$ cat config.mk
export PLATFORM = sky130hd
export DESIGN_NAME = idc_decoder
export DESIGN_NICKNAME = d
export VERILOG_FILES = /design/src/idc_pkg.sv /design/src/idc_rf_if.sv /design/src/idc_regfile.sv /design/src/idc_decoder.sv
export SDC_FILE = /design/constraint.sdc
export NUM_CORES = 1
export LEC_CHECK = 0
export BUFFER_PORTS_ARGS = -buffer_cell sky130_fd_sc_hd__buf_2
export CORE_MARGIN = 5
export CORE_UTILIZATION = 46
export CTS_CLUSTER_DIAMETER = 60
export DETAILED_ROUTE_END_ITERATION = 8
export SYNTH_ARGS = -nofsm -noshare
export SYNTH_HDL_FRONTEND = slang
export SYNTH_SLANG_ARGS = --single-unit
export TNS_END_PERCENT = 5
$ cat constraint.sdc
create_clock -name clk_i -period 9.06 [get_ports clk_i]
set_input_delay 1.359 -clock clk_i [delete_from_list [all_inputs] [get_ports clk_i]]
set_output_delay 1.359 -clock clk_i [all_outputs]
set_load 0.02 [all_outputs]
$ cat src/idc_pkg.sv
package idc_pkg;

	// ----------------------------------------
	// word layout
	// ----------------------------------------
	localparam int          INSTR_W     = 14;
	localparam int          DATA_W      = 8;
	localparam int          FADDR_W     = 7;
	localparam int          PC_W        = 11;
	localparam int          BSEL_W      = 3;
	localparam int          CLASS_MSB   = 13;
	localparam int          CLASS_LSB   = 12;
	localparam int          CODE_MSB    = 11;
	localparam int          CODE_LSB    = 8;
	localparam int          DEST_BIT    = 7;
	localparam int          BSEL_MSB    = 9;
	localparam int          BSEL_LSB    = 7;
	localparam int          GOTO_BIT    = 11;
	localparam int          STACK_DEPTH = 8;

	// ----------------------------------------
	// instruction classes (top two bits)
	// ----------------------------------------
	localparam logic [1:0]  CLS_BYTE    = 2'h0;
	localparam logic [1:0]  CLS_BIT     = 2'h1;
	localparam logic [1:0]  CLS_BRANCH  = 2'h2;
	localparam logic [1:0]  CLS_LIT     = 2'h3;

	// ----------------------------------------
	// byte-oriented codes
	// ----------------------------------------
	localparam logic [3:0]  BY_MISC     = 4'h0;
	localparam logic [3:0]  BY_CLEAR    = 4'h1;
	localparam logic [3:0]  BY_SUB      = 4'h2;
	localparam logic [3:0]  BY_DEC      = 4'h3;
	localparam logic [3:0]  BY_OR       = 4'h4;
	localparam logic [3:0]  BY_AND      = 4'h5;
	localparam logic [3:0]  BY_XOR      = 4'h6;
	localparam logic [3:0]  BY_ADD      = 4'h7;
	localparam logic [3:0]  BY_MOVE     = 4'h8;
	localparam logic [3:0]  BY_COMP     = 4'h9;
	localparam logic [3:0]  BY_INC      = 4'hA;
	localparam logic [3:0]  BY_DECSZ    = 4'hB;
	localparam logic [3:0]  BY_RRC      = 4'hC;
	localparam logic [3:0]  BY_RLC      = 4'hD;
	localparam logic [3:0]  BY_SWAP     = 4'hE;
	localparam logic [3:0]  BY_INCSZ    = 4'hF;

	// ----------------------------------------
	// misc group low bits (code 0000, bit 7 = 0)
	// ----------------------------------------
	localparam logic [6:0]  MI_RETURN   = 7'h08;
	localparam logic [6:0]  MI_RETURN_FROM_INTERRUPT   = 7'h09;
	localparam logic [6:0]  MI_SLEEP    = 7'h63;
	localparam logic [6:0]  MI_WDCLR    = 7'h64;
	localparam logic [4:0]  MI_NOP_LOW  = 5'h00;

	// ----------------------------------------
	// bit sub-opcodes
	// ----------------------------------------
	localparam logic [1:0]  BI_CLR      = 2'h0;
	localparam logic [1:0]  BI_SET      = 2'h1;
	localparam logic [1:0]  BI_TSTC     = 2'h2;
	localparam logic [1:0]  BI_TSTS     = 2'h3;

	// ----------------------------------------
	// literal codes
	// ----------------------------------------
	localparam logic [3:0]  LI_OR       = 4'h8;
	localparam logic [3:0]  LI_AND      = 4'h9;
	localparam logic [3:0]  LI_XOR      = 4'hA;
	localparam logic [1:0]  LI_LOAD_HI  = 2'h0;
	localparam logic [1:0]  LI_RETL_HI  = 2'h1;
	localparam logic [2:0]  LI_SUB_HI   = 3'h6;
	localparam logic [2:0]  LI_ADD_HI   = 3'h7;

	// ----------------------------------------
	// timing and reset values
	// ----------------------------------------
	localparam int          CLK_PERIOD_NS  = 100;
	localparam int          OSC_PER_CYCLE  = 4;
	localparam logic [13:0] NOP_WORD       = 14'h0000;
	localparam logic [10:0] PC_RESET       = 11'h000;
	localparam logic [7:0]  ACC_RESET      = 8'h00;
	localparam logic        TIMEOUT_RESET  = 1'b1;
	localparam logic        PWRDOWN_RESET  = 1'b1;

	typedef enum logic [1:0] {
		PH_Q1 = 2'b00,
		PH_Q2 = 2'b01,
		PH_Q3 = 2'b10,
		PH_Q4 = 2'b11
	} idc_phase_t;

	typedef enum logic [3:0] {
		OP_NOP    = 4'b0000,
		OP_BYTE   = 4'b0001,
		OP_CLEAR_REGISTER   = 4'b0010,
		OP_CLEAR_ACCUMULATOR   = 4'b0011,
		OP_STORE_ACCUMULATOR  = 4'b0100,
		OP_BIT    = 4'b0101,
		OP_LIT    = 4'b0110,
		OP_CALL   = 4'b0111,
		OP_GOTO   = 4'b1000,
		OP_RET    = 4'b1001,
		OP_RETURN_FROM_INTERRUPT = 4'b1010,
		OP_RETURN_WITH_LITERAL  = 4'b1011,
		OP_SLEEP  = 4'b1100,
		OP_WDCLR  = 4'b1101
	} idc_op_t;

endpackage

$ cat src/idc_rf_if.sv
`timescale 1ns/1ps
`default_nettype none

interface idc_rf_if #(
	parameter int AW = 7,
	parameter int DW = 8
);
	logic [AW-1:0] addr;
	logic          wr_en;
	logic [DW-1:0] wr_data;
	logic [DW-1:0] rd_data;

	modport core (output addr, output wr_en, output wr_data, input rd_data);
	modport mem  (input addr, input wr_en, input wr_data, output rd_data);
endinterface

`default_nettype wire

$ cat src/idc_regfile.sv
`timescale 1ns/1ps
`default_nettype none

module idc_regfile #(
	parameter int AW = 7,
	parameter int DW = 8
) (
	input  wire logic clk_i,   // core clock
	input  wire logic ce_i,    // clock enable
	idc_rf_if.mem     rf       // core side
);
	logic [DW-1:0] mem_q [2**AW];
	logic [DW-1:0] rd_q;

	// read first, write later in the same instruction cycle
	always_ff @(posedge clk_i) begin
		if (ce_i) begin
			rd_q <= mem_q[rf.addr];
			if (rf.wr_en) begin
				mem_q[rf.addr] <= rf.wr_data;
			end
		end
	end

	assign rf.rd_data = rd_q;
endmodule

`default_nettype wire

$ cat src/idc_decoder.sv
// Notes on behaviour
// - one 14-bit word: opcode plus operand fields
// - destination bit 0 to accumulator, 1 register
// - 7-bit register address in low bits
// - 3-bit field picks bit to change/test
// - 8-bit literals; call/goto prefix 10, 11-bit
// - instruction cycle is four clock periods
// - one cycle; true skip adds nop cycle
// - returns, call, goto take two cycles
// - register read before modify and store
// - byte arithmetic and logic codes with flags
// - inc/dec set Z; skip forms skip zero
// - rotates through carry; swap changes no flag
// - don't-care bits ignored; clear/store/nop encodings
// - bit ops clear, set, test; no flags
// - literal or/and/xor to accumulator, Z only
// - literal add and literal-minus-accumulator, all flags
// - load literal; return with literal, two cycles
// - watchdog clear, sleep, return encodings decoded
// - watchdog clear and sleep clear watchdog counter
// - skip discards fetched word, runs nop
`timescale 1ns/1ps
`default_nettype none

module idc_decoder
	import idc_pkg::*;
#(
	parameter int PCW   = PC_W,
	parameter int DEPTH = STACK_DEPTH
) (
	input  wire logic               clk_i,               // core clock, 10 MHz
	input  wire logic               srst_i,              // sync reset, high
	input  wire logic               ce_i,                // clock enable
	input  wire logic [INSTR_W-1:0] instr_i,             // word at pc_o
	input  wire logic               prescaler_on_wdt_i,  // prescaler assigned to watchdog
	output logic      [PCW-1:0]     pc_o,                // fetch address
	output logic      [DATA_W-1:0]  acc_o,               // accumulator
	output logic                    carry_o,             // C flag
	output logic                    half_carry_flag_o,   // DC flag
	output logic                    zero_o,              // Z flag
	output logic                    timeout_status_o,    // time-out status
	output logic                    powerdown_status_o,  // power-down status
	output logic                    cycle_start_o,       // first period of a cycle
	output logic                    nop_cycle_o,         // current cycle is forced nop
	output logic                    wdt_clear_o,         // watchdog counter clear pulse
	output logic                    prescaler_clear_o,   // prescaler clear pulse
	output logic                    sleep_o,             // sleep entry pulse
	output logic                    int_return_o         // return-from-interrupt pulse
);

	// ----------------------------------------
	// decode
	// ----------------------------------------
	function automatic idc_op_t decode(input logic [INSTR_W-1:0] w);
		idc_op_t op;
		op = OP_NOP;
		unique case (w[CLASS_MSB:CLASS_LSB])
			CLS_BYTE: begin
				if (w[CODE_MSB:CODE_LSB] == BY_MISC) begin
					if (w[DEST_BIT]) begin
						op = OP_STORE_ACCUMULATOR;
					end else if (w[6:0] == MI_RETURN) begin
						op = OP_RET;
					end else if (w[6:0] == MI_RETURN_FROM_INTERRUPT) begin
						op = OP_RETURN_FROM_INTERRUPT;
					end else if (w[6:0] == MI_SLEEP) begin
						op = OP_SLEEP;
					end else if (w[6:0] == MI_WDCLR) begin
						op = OP_WDCLR;
					end else begin
						op = OP_NOP;
					end
				end else if (w[CODE_MSB:CODE_LSB] == BY_CLEAR) begin
					op = w[DEST_BIT] ? OP_CLEAR_REGISTER : OP_CLEAR_ACCUMULATOR;
				end else begin
					op = OP_BYTE;
				end
			end
			CLS_BIT:    op = OP_BIT;
			CLS_BRANCH: op = w[GOTO_BIT] ? OP_GOTO : OP_CALL;
			CLS_LIT: begin
				if (w[CODE_MSB:CODE_MSB-1] == LI_RETL_HI) begin
					op = OP_RETURN_WITH_LITERAL;
				end else if (w[CODE_MSB:CODE_MSB-1] == LI_LOAD_HI ||
				             w[CODE_MSB:CODE_MSB-2] == LI_SUB_HI ||
				             w[CODE_MSB:CODE_MSB-2] == LI_ADD_HI ||
				             w[CODE_MSB:CODE_LSB] == LI_OR ||
				             w[CODE_MSB:CODE_LSB] == LI_AND ||
				             w[CODE_MSB:CODE_LSB] == LI_XOR) begin
					op = OP_LIT;
				end else begin
					op = OP_NOP;
				end
			end
		endcase
		return op;
	endfunction

	// {half carry, carry, sum}
	function automatic logic [DATA_W+1:0] add8(input logic [DATA_W-1:0] a,
	                                          input logic [DATA_W-1:0] b,
	                                          input logic              cin);
		logic [4:0]        lo;
		logic [DATA_W:0]   full;
		lo   = {1'b0, a[3:0]} + {1'b0, b[3:0]} + {4'h0, cin};
		full = {1'b0, a} + {1'b0, b} + {{DATA_W{1'b0}}, cin};
		return {lo[4], full};
	endfunction

	// ----------------------------------------
	// state
	// ----------------------------------------
	idc_phase_t          phase_q;
	logic [INSTR_W-1:0]  ir_q;
	logic                nop_pend_q;
	logic                nop_cyc_q;
	logic [PCW-1:0]      pc_q;
	logic [DATA_W-1:0]   acc_q;
	logic                c_q;
	logic                dc_q;
	logic                z_q;
	logic                to_q;
	logic                pd_q;
	logic                wdclr_q;
	logic                psclr_q;
	logic                sleep_q;
	logic                iret_q;
	logic [PCW-1:0]      stack_q [DEPTH];
	logic [$clog2(DEPTH)-1:0] sp_q;

	idc_rf_if #(.AW(FADDR_W), .DW(DATA_W)) rf ();

	idc_regfile #(
		.AW (FADDR_W),
		.DW (DATA_W)
	) u_rf (
		.clk_i (clk_i),
		.ce_i  (ce_i),
		.rf    (rf.mem)
	);

	// ----------------------------------------
	// fields and execute
	// ----------------------------------------
	idc_op_t            op;
	logic [3:0]         code;
	logic               dest_reg;
	logic [BSEL_W-1:0]  bsel;
	logic [DATA_W-1:0]  k8;
	logic [DATA_W-1:0]  fval;
	logic [DATA_W-1:0]  res;
	logic               wr_acc;
	logic               wr_reg;
	logic               upd_z;
	logic               upd_c;
	logic               upd_dc;
	logic               new_c;
	logic               new_dc;
	logic               skip;
	logic [DATA_W+1:0]  sum;
	logic               ex;

	assign op       = nop_cyc_q ? OP_NOP : decode(ir_q);
	assign code     = ir_q[CODE_MSB:CODE_LSB];
	assign dest_reg = ir_q[DEST_BIT];
	assign bsel     = ir_q[BSEL_MSB:BSEL_LSB];
	assign k8       = ir_q[DATA_W-1:0];
	assign fval     = rf.rd_data;
	assign ex       = ce_i && phase_q == PH_Q4;

	always_comb begin
		res    = fval;
		wr_acc = 1'b0;
		wr_reg = 1'b0;
		upd_z  = 1'b0;
		upd_c  = 1'b0;
		upd_dc = 1'b0;
		new_c  = c_q;
		new_dc = dc_q;
		skip   = 1'b0;
		sum    = '0;
		unique case (op)
			OP_BYTE: begin
				wr_acc = !dest_reg;
				wr_reg = dest_reg;
				upd_z  = 1'b1;
				unique case (code)
					BY_ADD: begin
						sum    = add8(fval, acc_q, 1'b0);
						upd_c  = 1'b1;
						upd_dc = 1'b1;
					end
					BY_SUB: begin
						sum    = add8(fval, ~acc_q, 1'b1);
						upd_c  = 1'b1;
						upd_dc = 1'b1;
					end
					BY_AND:   res = fval & acc_q;
					BY_OR:    res = fval | acc_q;
					BY_XOR:   res = fval ^ acc_q;
					BY_COMP:  res = ~fval;
					BY_MOVE:  res = fval;
					BY_INC:   res = fval + 8'h01;
					BY_DEC:   res = fval - 8'h01;
					BY_INCSZ: begin
						res   = fval + 8'h01;
						upd_z = 1'b0;
						skip  = (res == 8'h00);
					end
					BY_DECSZ: begin
						res   = fval - 8'h01;
						upd_z = 1'b0;
						skip  = (res == 8'h00);
					end
					BY_RLC: begin
						res   = {fval[DATA_W-2:0], c_q};
						new_c = fval[DATA_W-1];
						upd_c = 1'b1;
						upd_z = 1'b0;
					end
					BY_RRC: begin
						res   = {c_q, fval[DATA_W-1:1]};
						new_c = fval[0];
						upd_c = 1'b1;
						upd_z = 1'b0;
					end
					BY_SWAP: begin
						res   = {fval[3:0], fval[7:4]};
						upd_z = 1'b0;
					end
					default: begin
						wr_acc = 1'b0;
						wr_reg = 1'b0;
						upd_z  = 1'b0;
					end
				endcase
				if (code == BY_ADD || code == BY_SUB) begin
					res    = sum[DATA_W-1:0];
					new_c  = sum[DATA_W];
					new_dc = sum[DATA_W+1];
				end
			end
			OP_CLEAR_REGISTER: begin
				res    = 8'h00;
				wr_reg = 1'b1;
				upd_z  = 1'b1;
			end
			OP_CLEAR_ACCUMULATOR: begin
				res    = 8'h00;
				wr_acc = 1'b1;
				upd_z  = 1'b1;
			end
			OP_STORE_ACCUMULATOR: begin
				res    = acc_q;
				wr_reg = 1'b1;
			end
			OP_BIT: begin
				unique case (ir_q[CODE_MSB:CODE_MSB-1])
					BI_CLR: begin
						res         = fval;
						res[bsel]   = 1'b0;
						wr_reg      = 1'b1;
					end
					BI_SET: begin
						res         = fval;
						res[bsel]   = 1'b1;
						wr_reg      = 1'b1;
					end
					BI_TSTC: skip = !fval[bsel];
					BI_TSTS: skip = fval[bsel];
				endcase
			end
			OP_LIT: begin
				wr_acc = 1'b1;
				upd_z  = 1'b1;
				if (ir_q[CODE_MSB:CODE_MSB-2] == LI_ADD_HI) begin
					sum    = add8(acc_q, k8, 1'b0);
					res    = sum[DATA_W-1:0];
					new_c  = sum[DATA_W];
					new_dc = sum[DATA_W+1];
					upd_c  = 1'b1;
					upd_dc = 1'b1;
				end else if (ir_q[CODE_MSB:CODE_MSB-2] == LI_SUB_HI) begin
					sum    = add8(k8, ~acc_q, 1'b1);
					res    = sum[DATA_W-1:0];
					new_c  = sum[DATA_W];
					new_dc = sum[DATA_W+1];
					upd_c  = 1'b1;
					upd_dc = 1'b1;
				end else if (code == LI_OR) begin
					res = acc_q | k8;
				end else if (code == LI_AND) begin
					res = acc_q & k8;
				end else if (code == LI_XOR) begin
					res = acc_q ^ k8;
				end else begin
					res   = k8;
					upd_z = 1'b0;
				end
			end
			OP_RETURN_WITH_LITERAL: begin
				res    = k8;
				wr_acc = 1'b1;
			end
			default: begin
				res = fval;
			end
		endcase
	end

	assign rf.addr    = ir_q[FADDR_W-1:0];
	assign rf.wr_en   = ex && wr_reg;
	assign rf.wr_data = res;

	// ----------------------------------------
	// instruction phase and fetch
	// ----------------------------------------
	always_ff @(posedge clk_i) begin
		if (srst_i) begin
			phase_q <= PH_Q1;
		end else if (ce_i) begin
			phase_q <= idc_phase_t'(phase_q + 2'b01);
		end
	end

	always_ff @(posedge clk_i) begin
		if (srst_i) begin
			ir_q      <= NOP_WORD;
			nop_cyc_q <= 1'b1;
		end else if (ce_i && phase_q == PH_Q1) begin
			ir_q      <= nop_pend_q ? NOP_WORD : instr_i;
			nop_cyc_q <= nop_pend_q;
		end
	end

	// ----------------------------------------
	// program counter, stack, second-cycle nop
	// ----------------------------------------
	always_ff @(posedge clk_i) begin
		if (srst_i) begin
			pc_q       <= PC_RESET;
			sp_q       <= '0;
			nop_pend_q <= 1'b1;
		end else if (ex) begin
			nop_pend_q <= 1'b0;
			if (nop_cyc_q) begin
				pc_q <= pc_q;
			end else if (op == OP_CALL || op == OP_GOTO) begin
				pc_q       <= ir_q[PCW-1:0];
				nop_pend_q <= 1'b1;
				if (op == OP_CALL) begin
					stack_q[sp_q] <= pc_q + 1'b1;
					sp_q          <= sp_q + 1'b1;
				end
			end else if (op == OP_RET || op == OP_RETURN_FROM_INTERRUPT || op == OP_RETURN_WITH_LITERAL) begin
				pc_q       <= stack_q[sp_q - 1'b1];
				sp_q       <= sp_q - 1'b1;
				nop_pend_q <= 1'b1;
			end else if (skip) begin
				pc_q       <= pc_q + 2'd2;
				nop_pend_q <= 1'b1;
			end else begin
				pc_q <= pc_q + 1'b1;
			end
		end
	end

	// ----------------------------------------
	// accumulator and flags
	// ----------------------------------------
	always_ff @(posedge clk_i) begin
		if (srst_i) begin
			acc_q <= ACC_RESET;
			c_q   <= 1'b0;
			dc_q  <= 1'b0;
			z_q   <= 1'b0;
		end else if (ex) begin
			if (wr_acc) begin
				acc_q <= res;
			end
			if (upd_z) begin
				z_q <= (res == 8'h00);
			end
			if (upd_c) begin
				c_q <= new_c;
			end
			if (upd_dc) begin
				dc_q <= new_dc;
			end
		end
	end

	// ----------------------------------------
	// watchdog, sleep and return side effects
	// ----------------------------------------
	always_ff @(posedge clk_i) begin
		if (srst_i) begin
			to_q    <= TIMEOUT_RESET;
			pd_q    <= PWRDOWN_RESET;
			wdclr_q <= 1'b0;
			psclr_q <= 1'b0;
			sleep_q <= 1'b0;
			iret_q  <= 1'b0;
		end else if (ce_i) begin
			wdclr_q <= ex && (op == OP_WDCLR || op == OP_SLEEP);
			psclr_q <= ex && (op == OP_WDCLR || op == OP_SLEEP) && prescaler_on_wdt_i;
			sleep_q <= ex && op == OP_SLEEP;
			iret_q  <= ex && op == OP_RETURN_FROM_INTERRUPT;
			if (ex && op == OP_WDCLR) begin
				to_q <= 1'b1;
				pd_q <= 1'b1;
			end else if (ex && op == OP_SLEEP) begin
				to_q <= 1'b1;
				pd_q <= 1'b0;
			end
		end
	end

	assign pc_o               = pc_q;
	assign acc_o              = acc_q;
	assign carry_o            = c_q;
	assign half_carry_flag_o  = dc_q;
	assign zero_o             = z_q;
	assign timeout_status_o   = to_q;
	assign powerdown_status_o = pd_q;
	assign cycle_start_o      = phase_q == PH_Q1;
	assign nop_cycle_o        = nop_cyc_q;
	assign wdt_clear_o        = wdclr_q;
	assign prescaler_clear_o  = psclr_q;
	assign sleep_o            = sleep_q;
	assign int_return_o       = iret_q;

endmodule

`default_nettype wire

# --- Yosys cells after proc, flatten, opt, wreduce, memory -nomap -nowiden ---
# Memories as Yosys holds them, arrays and structs flattened. A register that Yosys moved wholly into a read port is not among the register bits.
# Index checks and enable logic that the tools add are counted.
op_classes:
  order_cmp: 2
  n_eq_ne: 45
  addsub: 19
  n_div: 0
  n_reduce_logical: 48
  n_bitwise: 12
  mul: 0
  muxes: 81
  n_shift: 0
ops:
  columns: ["op", "count"]
  rows:
  - ["$pmux W8 S9", 1]
  - ["$eq A4 B4 Y1 const B", 14]
  - ["$mux W8", 6]
  - ["$pmux W8 S6", 1]
  - ["$mux W1", 39]
  - ["$add A8 B8 Y9", 4]
  - ["$mux W4", 9]
  - ["$mux W11", 3]
  - ["$eq A4 B3 Y1 const B", 8]
  - ["$and A8 B8 Y8", 3]
  - ["$logic_not A8 Y1", 3]
  - ["$not A8 Y8", 3]
  - ["$or A8 B8 Y8", 3]
  - ["$add A4 B4 Y5", 4]
  - ["$pmux W10 S2", 1]
  - ["$add A9 B1 Y9 const B", 2]
  - ["$pmux W1 S2", 9]
  - ["$eq A4 B2 Y1 const B", 4]
  - ["$pmux W4 S4", 1]
  - ["$pmux W8 S2", 1]
  - ["$xor A8 B8 Y8", 2]
  - ["$eq A7 B4 Y1 const B", 2]
  - ["$eq A7 B7 Y1 const B", 2]
  - ["$mux W14", 1]
  - ["37 further kinds", 81]
totals:
  ram_bits: 1112
  input_bits: 18
  register_bits: 49
  wordCells: 225
  output_inout_bits: 30
  latchBits: 0
  rom_bits: 0
  n_memories: 2
memory_table:
  columns: ["memory", "words", "word_bits", "read_ports", "rd_clocked_by_memory_dff", "wr", "line_no", "rtl"]
  rows:
  - ["u_rf.mem_q", 128, 8, 1, 1, 1, "idc_regfile.sv:12", "logic [DW-1:0] mem_q [2**AW];"]
  - ["stack_q", 8, 11, 1, 0, 1, "idc_decoder.sv:128", "logic [PCW-1:0] stack_q [DEPTH];"]

# --- Logic depth before layout (Yosys ltp) ---
# Gate-level depths: netlist of the first run.
logic_depth:
  word_depth: 17
  mapped_depth: 14
  depth_no_buf: 13

# --- Hierarchy ---
# Synthesis of the first run repeated with hierarchy kept, for this count alone.
unflattened:
  cells_unflattened: 3616
  area_unflattened_um2: 50723.6
modules_own_cells:
  columns: ["mod", "cells_per_inst", "n_inst", "area_per_inst_um2", "seq_area_each_um2"]
  rows:
  - ["idc_regfile", 2464, 1, 40293.6, 30989.7]
  - ["idc_decoder", 1152, 1, 10430.0, 3603.5]

# --- Worst setup path before layout of the first run ---
# OpenSTA, ideal clock, no wires.
synth_timing:
  path_type: "reg-to-reg"
  from: "register ir_q[1]"
  to: "memory u_rf.mem_q[0][0] (data pin)"
  path_slack_ps: 697
  setup_time_ps: 1213
  required_time_ps: 7847
  arrival_ps: 7149
  path_buffers: 3
  stages_incl_launch_ff: 10
  period_less_slack_ps: 8363
  path_cell_list: "dfxtp_1 > buf_2 > or4b_2 > o211ai_2 > and3_1 > buf_2 > nand3_2 > o221a_1 > buf_6 > o21ai_0"
synth_via:
  elab_chain_len: 12
  word_cells_on_any_way: 21
  cone_classes: "eq/ne: 11; mux: 9; reduce/logical: 1"
synth_lines:
  columns: ["item", "line_no", "rtl"]
  rows:
  - ["start: declaration", "idc_decoder.sv:114", "logic [INSTR_W-1:0] ir_q;"]
  - ["start signal: assignment", "idc_decoder.sv:331", "ir_q <= nop_pend_q ? NOP_WORD : instr_i;"]
  - ["$eq A7 B7 Y1", "idc_decoder.sv:68", "end else if (w[6:0] == MI_WDCLR) begin"]
  - ["$mux W4", "idc_decoder.sv:68", null]
  - ["$mux W4", "idc_decoder.sv:66", "end else if (w[6:0] == MI_SLEEP) begin"]
  - ["$mux W4", "idc_decoder.sv:64", "end else if (w[6:0] == MI_RETURN_FROM_INTERRUPT) begin"]
  - ["$mux W4 *", "idc_decoder.sv:62", "end else if (w[6:0] == MI_RETURN) begin"]
  - ["$mux W4 *", "idc_decoder.sv:60", "if (w[DEST_BIT]) begin"]
  - ["$mux W4 *", "idc_decoder.sv:59", "if (w[CODE_MSB:CODE_LSB] == BY_MISC) begin"]
  - ["$pmux W4 S4 *", "idc_decoder.sv:57", "unique case (w[CLASS_MSB:CLASS_LSB])"]
  - ["$mux W4 *", "idc_decoder.sv:163", "assign op = nop_cyc_q ? OP_NOP : decode(ir_q);"]
  - ["$eq A4 B2 Y1", "idc_decoder.sv:182", "unique case (op)"]
  - ["$reduce_or A2 Y1 (no source line)", null, null]
  - ["$pmux W8 S6 *", "idc_decoder.sv:182", null]
  - ["named net res[0]", "idc_decoder.sv:151", "logic [DATA_W-1:0] res;"]
  - ["end: declaration", "idc_regfile.sv:12", null]
# The timed path passes the listed nets; every way through them passes the cells marked *.

# --- Final worst setup path of the first run ---
layout_timing:
  from: "register ir_q[4]"
  to: "memory u_rf.mem_q[91][7] (data pin)"
layout_via:
  elab_chain_len: 12
  word_cells_on_any_way: 26
  cone_classes: "add/sub: 3; eq/ne: 11; mux: 11; reduce/logical: 1"
layout_lines:
  columns: ["item", "line_no"]
  rows:
  - ["$eq A7 B7 Y1", "idc_decoder.sv:68"]
  - ["$mux W4", "idc_decoder.sv:68"]
  - ["$mux W4", "idc_decoder.sv:66"]
  - ["$mux W4", "idc_decoder.sv:64"]
  - ["$mux W4", "idc_decoder.sv:62"]
  - ["$mux W4", "idc_decoder.sv:60"]
  - ["$mux W4", "idc_decoder.sv:59"]
  - ["$pmux W4 S4", "idc_decoder.sv:57"]
  - ["$mux W4", "idc_decoder.sv:163"]
  - ["$eq A4 B2 Y1", "idc_decoder.sv:182"]
  - ["$reduce_or A2 Y1 (no source line)", null]
  - ["$pmux W8 S6 *", "idc_decoder.sv:182"]
  - ["named net res[7]", "idc_decoder.sv:151"]
# Marked as above.

==> results of run 1 <==
-- layout make-up --
| type | instances | share of cell area [%] |
|---|---|---|
| flip-flops and latches | 1168 | 64.88 |
| clock buffers | 145 | 5.647 |
| inverters | 48 | 0.3378 |
| well taps | 1380 | 3.237 |
| multi-input cells | 1769 | 23.21 |
| repair buffers | 113 | 1.609 |
| clock inverters | 63 | 1.079 |
| diodes | 1 | 0.004692 |
-- cell usage after synthesis (5+ instances only) --
cell type     n  area share (%)
a211o_1       7            0.13
a211oi_1     18            0.28
a21o_1       12            0.19
a21oi_1     118             1.2
a221oi_1     65             1.2
a22o_1       62             1.1
a22oi_1     385             6.0
a31oi_1      35            0.46
a41oi_1      29            0.53
and2_1        7           0.091
and3_1        8            0.10
buf_1        46            0.36
buf_2         9           0.094
clkbuf_1    167             1.3
clkinv_1      5           0.039
dfxtp_1      48             2.0
edfxtp_1   1120              70
ha_1         58             1.5
inv_1        40            0.31
mux2i_1      45            0.94
mux4_2       29             1.4
nand2_1     104            0.81
nand2b_1      6           0.078
nand3_1      49            0.51
nand4_1      76            0.99
nor2_1      265             2.1
nor2b_1       9            0.12
nor3_1       34            0.36
nor3b_1      18            0.28
nor4_1       17            0.22
o2111ai_1     5           0.091
o211ai_1     27            0.42
o21ai_0      96             1.0
o21bai_1      6           0.094
o221a_2       7            0.16
o221ai_1     11            0.20
o22ai_1      17            0.22
o31ai_1       8            0.13
or3_1         7           0.091
or4_1         9            0.14
xnor2_1      18            0.33
xor2_1        9            0.16
-- power by group through the flow --
stage               Sequential, mW  Clock, mW  Combinational [mW]
global route                  5.89       4.87               0.191
floorplan                     6.02          0              0.0902
global placement              6.01          0               0.176
detailed placement            6.01          0               0.180
CTS                           5.90       4.64               0.180
finish                        5.90       4.59               0.181
-- logic make-up after synthesis --
kind of cell / count (synthesis) / share of synthesized area, %
buffers and inverters: 273 / 2.201
AO/OA/AOI/OAI: 970 / 14.72
multiplexers: 78 / 2.397
adder cells (fa/ha/maj): 62 / 1.682
flip-flops: 1168 / 72.20
AND/OR/NAND/NOR: 631 / 6.294
other: 1 / 0.007827
XOR/XNOR: 27 / 0.4936
-- sequential cells by signal, summed over array words and instances, names as in the netlist --
register / flops
sp_q: 3
carry_o: 1
phase_q: 2
sleep_o: 1
stack_q: 88
u_rf.rf.rd_data: 8
half_carry_flag_o: 1
int_return_o: 1
prescaler_clear_o: 1
wdt_clear_o: 1
pc_o: 11
acc_o: 8
powerdown_status_o: 1
nop_cycle_o: 1
ir_q: 14
u_rf.mem_q: 1024
zero_o: 1
nop_pend_q: 1
-- worst reg2reg max path, stage by stage (launching register included) --
cell,delay [ns]
dfxtp_4,0.47
nand4bb_1,0.92
nor2_1,0.51
o211ai_2,0.19
nor2_1,0.60
buf_4,0.28
nor3_1,0.07
buf_4,0.20
o211ai_1,0.09
a21oi_1,0.08
nor4b_1,0.86
nor2_4,0.42
buf_4,0.53
-- worst min path at each step --
stage / endpoint / slack, ns / depth (start not counted)
floorplan: phase_q[1]$_SDFFE_PP0P_ / 0.49 / 2
global placement: int_return_o$_SDFFE_PP0P_ / 0.45 / 2
detailed placement: int_return_o$_SDFFE_PP0P_ / 0.47 / 2
CTS: int_return_o$_SDFFE_PP0P_ / 0.48 / 2
global route: prescaler_clear_o$_SDFFE_PP0P_ / 0.50 / 2
finish: int_return_o$_SDFFE_PP0P_ / 0.48 / 2
-- per-layer routing --
| metal | vias up | part of all wire (%) | track usage, % |
|---|---|---|---|
| met4 | 2 | 3.9 | 8.662 |
| met3 | 318 | 9.6 | 4.763 |
| met1 | 15710 | 40 | 36.41 |
| met2 | 1851 | 46 | 39.33 |
| met5 | - | 0.00069 | 0 |
| li1 | 13030 | - | - |
==> flow_metrics.py, run 1 <==
metrics = {
    "setup_path": {
        "crit_slowest_cell": "nand4bb_1",
        "end_kind": "flop",
        "worst-setup-path-type": "reg2reg",
        "crit_required_ns": 9.40,
        "critPathArrivalTime_ns": 5.95,
        "r2r_cells": 12,
        "cp.depth": 12,
        "cp-startpoint": "ir_q[4]$_SDFFE_PP0P_",
        "rr_endpoint": "u_rf.mem_q[91][7]$_DFFE_PP_",
        "reg2reg_slack_ns": 3.46,
        "crit_path_end": "u_rf.mem_q[91][7]$_DFFE_PP_",
        "crit_family": "simple AND/OR/NAND/NOR gates",
        "cp.buffers_inverters": 3,
        "worstPathCellList": "nand4bb_1 > nor2_1 > o211ai_2 > nor2_1 > buf_4 > nor3_1 > buf_4 > o211ai_1 > a21oi_1 > nor4b_1 > nor2_4 > buf_4",
        "timing.rr.start": "ir_q[4]$_SDFFE_PP0P_",
        "max_stage_delay_ns": 0.91,
        "startpoint_type": "flop",
        "cp_max_fo": 54,
        "cpMostUsedCell": "buf_4",
    },
    "clock_network": {
        "cts_tree": "built",
        "numCtsBuffers": 116,
        "insertion_delay_ns": 0.72,
        "htreeDepth": 3,
        "cts-resized-gates": 0,
        "cts_setup_buffers": 0,
        "cts-root-buf": "clkbuf_16",
        "hold_buffers": 0,
        "clkSinkCount": 1168,
        "clk_path_buf_depth": 3,
        "path_clk_slew_ns": 0.06,
    },
    "synthesis": {
        "synth-seq-cells": 1168,
        "syn_inst": 3210,
        "syn_nets": 3290,
        "synth_area_per_cell_sq_um": 14.93,
        "ys_seq_area_share_pct": 72.20,
        "ys_dominant_reg_cell": "edfxtp_1",
        "synth_edf_count": 1120,
        "syn_area_sq_mm": 0.04791,
        "yosysWarnings": 0,
        "ys_types": 91,
        "async_reset_ff_share_pct": 0,
    },
    "timing": {
        "tightest_slew_ns": 1.157,
        "rsz0062_at_grt": "false",
        "finalMaxSlewViolations": 0,
        "fin_skew_ns": 0.04017,
        "fin_crit_ns": 5.605,
        "hold_viol": 0,
        "fin_ws_ns": 3.455,
        "fin_setup_tns_ns": 0,
        "maxClockFrequency_ghz": 0.1784,
        "finalSetupViolations": 0,
        "max-slew-margin-rel_pct": 22.70,
        "finalCritPeriodShare_pct": 61.86,
        "hold_ws_ns": 0.4777,
    },
    "pwr": {
        "pwr_density_cell_mw_per_mm2": 200.0,
        "irDropWorstVdd_mv": 0.1751,
        "p_seq_share_pct": 55.3,
        "switching_share_pct": 20.28,
        "p_total_mw": 10.67,
        "power.internal_mw": 8.505,
        "power.leakage_nw": 16.35,
        "p_switching_mw": 2.163,
        "p_clk_share_pct": 43.0,
        "power_frac_comb_pct": 1.7,
    },
    "worst_hold_path": {
        "hp-start": "int_return_o$_SDFFE_PP0P_",
        "hold_class": "reg2reg",
    },
    "floorplan": {
        "die_area_sq_mm": 0.1107,
        "die_x_um": 332.7,
        "dieHeight_um": 332.7,
        "core.rowCount": 118,
        "start_util_pct": 46.29,
        "pin_count": 48,
        "coreArea_sq_mm": 0.1035,
    },
    "final_layout": {
        "final-instance-count-excl-fill": 4687,
        "drive_gt1_share_pct": 10.80,
        "fillers": 8450,
        "fin_nets": 3296,
        "final_core_util_pct": 51.53,
        "fin_area_sq_mm": 0.05333,
        "final_cell_mix": "1120 x edfxtp_1, 384 x a22oi_1, 262 x nor2_1, 118 x a21oi_1, 116 x clkbuf_16",
        "layout.cells.most_common": "edfxtp_1",
        "multi_input_area_sq_mm": 0.01238,
        "synthToLayoutAreaGrowth_pct": 11.32,
        "ff_latch_area_sq_mm": 0.03460,
    },
    "place": {
        "place_inst": 4478,
        "io_buffers": 46,
        "place_congestion": 0.9829,
        "place_ws_ns": 3.648,
        "detailed_place.area_sq_mm": 0.04975,
        "hpwl_um": 85650,
    },
    "drt": {
        "routed_via_density": 6.596,
        "drt_first_pass_iters": 6,
        "route.detailed.drc": 0,
        "vias": 30920,
        "post_drt_wl_per_cell_um": 30.88,
        "drt_iter0_drc": 4357,
        "drt-total-wl_um": 144800,
        "ant_nets": 0,
    },
    "job": {
        "drv_cap": 0,
    },
    "global_route": {
        "grt_max_degree": 131,
        "grt_pass1_vias": 29750,
        "antenna_found_initial": 3,
        "grt_overflow": 0,
        "grt_use_total_pct": 25.33,
        "grt_pass1_wl_um": 210500,
    },
    "status": {
        "status": "finished, final reports clean",
    },
}
Power figures use the tool's default switching activity.
==> inputs of run 2 (changes only) <==
ABC_AREA = 1   (was not set)
clock period = 5.5 ns   (was 9.06 ns; I/O delays follow)
==> flow_metrics.py, run 2 <==
metrics = {
    "drt": {
        "ant_nets": 0,
        "vias": 32590,
        "post_drt_wl_per_cell_um": 27.06,
        "route.detailed.drc": 0,
        "routed_via_density": 6.039,
        "drt-total-wl_um": 146000,
        "drt_first_pass_iters": 7,
        "drt_iter0_drc": 3636,
    },
    "synthesis": {
        "ys_seq_area_share_pct": 71.07,
        "yosysWarnings": 0,
        "yosys-top-cells-count": "1120 x edfxtp_1, 841 x nand2_1, 291 x nor2_1",
        "yosysTopAreaCell": "edfxtp_1",
        "synth-seq-cells": 1168,
        "ys_dominant_reg_cell": "edfxtp_1",
        "yosysMostFrequentCell": "edfxtp_1",
        "syn_area_sq_mm": 0.04867,
        "syn_inst": 3853,
        "synth_edf_count": 1120,
        "async_reset_ff_share_pct": 0,
        "yosysTopAreaCellShare_pct": 69.10,
        "synth_area_per_cell_sq_um": 12.63,
        "synth_area_leaders": "edfxtp_1 69%, nand2_1 6.5%, nor2_1 2.2%",
        "syn_nets": 3933,
        "ys_types": 64,
    },
    "timing": {
        "finalCritPeriodShare_pct": 80.18,
        "rsz0062_at_grt": "false",
        "maxClockFrequency_ghz": 0.2268,
        "tightest_slew_ns": 1.197,
        "hold_ws_ns": 0.3637,
        "fin_skew_ns": 0.02357,
        "fin_setup_tns_ns": 0,
        "max-slew-margin-rel_pct": 19.44,
        "fin_ws_ns": 1.090,
        "hold_viol": 0,
        "finalSetupViolations": 0,
        "finalMaxSlewViolations": 0,
        "fin_crit_ns": 4.410,
    },
    "setup_path": {
        "cp.buffers_inverters": 0,
        "end_kind": "flop",
        "r2r_cells": 12,
        "reg2reg_slack_ns": 1.09,
        "crit_family": "simple AND/OR/NAND/NOR gates",
        "crit_slowest_cell": "nor2_1",
        "critPathArrivalTime_ns": 4.75,
        "max_stage_delay_ns": 0.82,
        "rr_endpoint": "u_rf.mem_q[62][2]$_DFFE_PP_",
        "worstPathCellList": "nand2_2 > nor2_4 > nand3_1 > nand2_1 > nand2_1 > nand2_2 > nand2_4 > nor2_2 > a221oi_2 > a21oi_4 > nand2_4 > nor2_1",
        "worst-setup-path-type": "reg2reg",
        "crit_required_ns": 5.84,
        "timing.rr.start": "ir_q[3]$_SDFFE_PP0P_",
        "startpoint_type": "flop",
        "cp_max_fo": 16,
    },
    "global_route": {
        "grt_max_degree": 102,
        "antenna_found_initial": 1,
        "grt_pass1_vias": 31010,
        "grt_overflow": 0,
        "grt_pass1_wl_um": 212200,
        "grt_use_total_pct": 25.32,
    },
    "pwr": {
        "power.leakage_nw": 18.37,
        "p_total_mw": 18.09,
        "pwr_density_cell_mw_per_mm2": 331.1,
        "irDropWorstVdd_mv": 0.2581,
    },
    "floorplan": {
        "coreArea_sq_mm": 0.1053,
        "dieHeight_um": 335.3,
        "die_x_um": 335.3,
        "start_util_pct": 46.24,
        "pin_count": 48,
        "die_area_sq_mm": 0.1124,
        "core.rowCount": 119,
    },
    "final_layout": {
        "largest-register": "u_rf.mem_q",
        "synthToLayoutAreaGrowth_pct": 12.26,
        "fin_area_sq_mm": 0.05464,
        "largest_registers": "u_rf.mem_q (1024), stack_q (88), ir_q (14)",
        "drive_gt1_share_pct": 10.69,
        "largest_register_ffs": 1024,
        "diodes": 0,
        "multi_input_area_sq_mm": 0.01278,
        "ff_latch_area_sq_mm": 0.03459,
        "final_cell_mix": "1120 x edfxtp_1, 840 x nand2_1, 286 x nor2_1, 159 x o21ai_0, 147 x a21oi_1",
        "fillers": 8913,
        "layout.cells.most_common": "edfxtp_1",
        "fin_nets": 3984,
        "final_core_util_pct": 51.91,
        "final-instance-count-excl-fill": 5396,
    },
    "clock_network": {
        "cts_tree": "built",
        "cts_setup_buffers": 0,
        "clkSinkCount": 1168,
        "numCtsBuffers": 117,
        "cts-root-buf": "clkbuf_16",
        "insertion_delay_ns": 0.72,
        "clk_path_buf_depth": 3,
        "hold_buffers": 0,
        "cts-resized-gates": 0,
        "htreeDepth": 3,
        "path_clk_slew_ns": 0.07,
    },
    "worst_hold_path": {
        "min_delay_path_depth": 3,
        "hp-start": "instr_i[12]",
        "hold_end": "ir_q[12]$_SDFFE_PP0P_",
        "hold_class": "in2reg",
    },
    "place": {
        "io_buffers": 46,
        "place_inst": 5176,
        "hpwl_um": 91090,
        "place_congestion": 0.9535,
        "place_ws_ns": 1.206,
        "detailed_place.area_sq_mm": 0.05072,
    },
    "status": {
        "status": "finished, final reports clean",
    },
    "job": {
        "drv_cap": 0,
    },
}
==> run 2: changes by cell type in the layout (fill, tap and decap cells not counted), sizes merged, moves of 62 or more <==
| cell | previous run | this run |
|---|---|---|
| inv | 47 | 142 |
| nor2 | 265 | 345 |
| o21ai | 99 | 161 |
| nand2 | 105 | 867 |
| a22oi | 385 | 97 |
| nand3 | 50 | 125 |
==> run 2: metal layers <==
metal,GRT usage [%],wire (um),up-vias
met5,0,0,-
met4,8.724,5470,0
met3,4.144,12030,289
met2,40.45,68300,1627
met1,35.60,60220,16290
li1,-,-,14390
==> run 2: cell type report <==
cell class	count	area share, %
clock buffers	136	5.585
clock inverters	84	1.591
inverters	148	1.063
multi-input cells	2343	23.40
flip-flops and latches	1168	63.31
well taps	1391	3.185
repair buffers	126	1.864
==> run 2: worst max path at each step <==
stage	startpoint	endpoint	slack [ns]	cells past startpoint
2_1_floorplan	ir_q[0]$_SDFFE_PP0P_	u_rf.mem_q[0][1]$_DFFE_PP_	1.33	13
3_3_place_gp	ir_q[3]$_SDFFE_PP0P_	u_rf.mem_q[19][2]$_DFFE_PP_	1.35	12
3_5_place_dp	ir_q[3]$_SDFFE_PP0P_	u_rf.mem_q[97][5]$_DFFE_PP_	1.21	12
4_1_cts	ir_q[3]$_SDFFE_PP0P_	u_rf.mem_q[97][3]$_DFFE_PP_	1.20	12
5_1_grt	ir_q[3]$_SDFFE_PP0P_	sp_q[1]$_SDFFE_PP0P_	0.94	15
6_report	ir_q[3]$_SDFFE_PP0P_	u_rf.mem_q[62][2]$_DFFE_PP_	1.09	12
==> run 2: tightest hold or removal path, cell delays in order <==
cell,delay [ns]
buf_2,0.08
a22oi_1,0.05
nor2_1,0.07
==> run 2: cells by family (layout without fill, tap and decap cells) <==
logic type	Yosys count	after routing	synth area share (%)
and+or+nand+nor	1531	1531	13.72
DFF	1168	1168	71.07
AOI/OAI and AO/OA	718	718	10.14
buffers and inverters	342	494	2.846
adders and majority gates	62	62	1.655
xor gates and xnor gates	31	31	0.5578
other	1	1	0.007704
==> run 2: report_power, final <==
part           leakage [nW]  internal (mW)  switching [mW]
registers              10.3           9.70          0.0113
clock network          1.90           4.65            3.46
logic                  6.16         0.0567           0.224
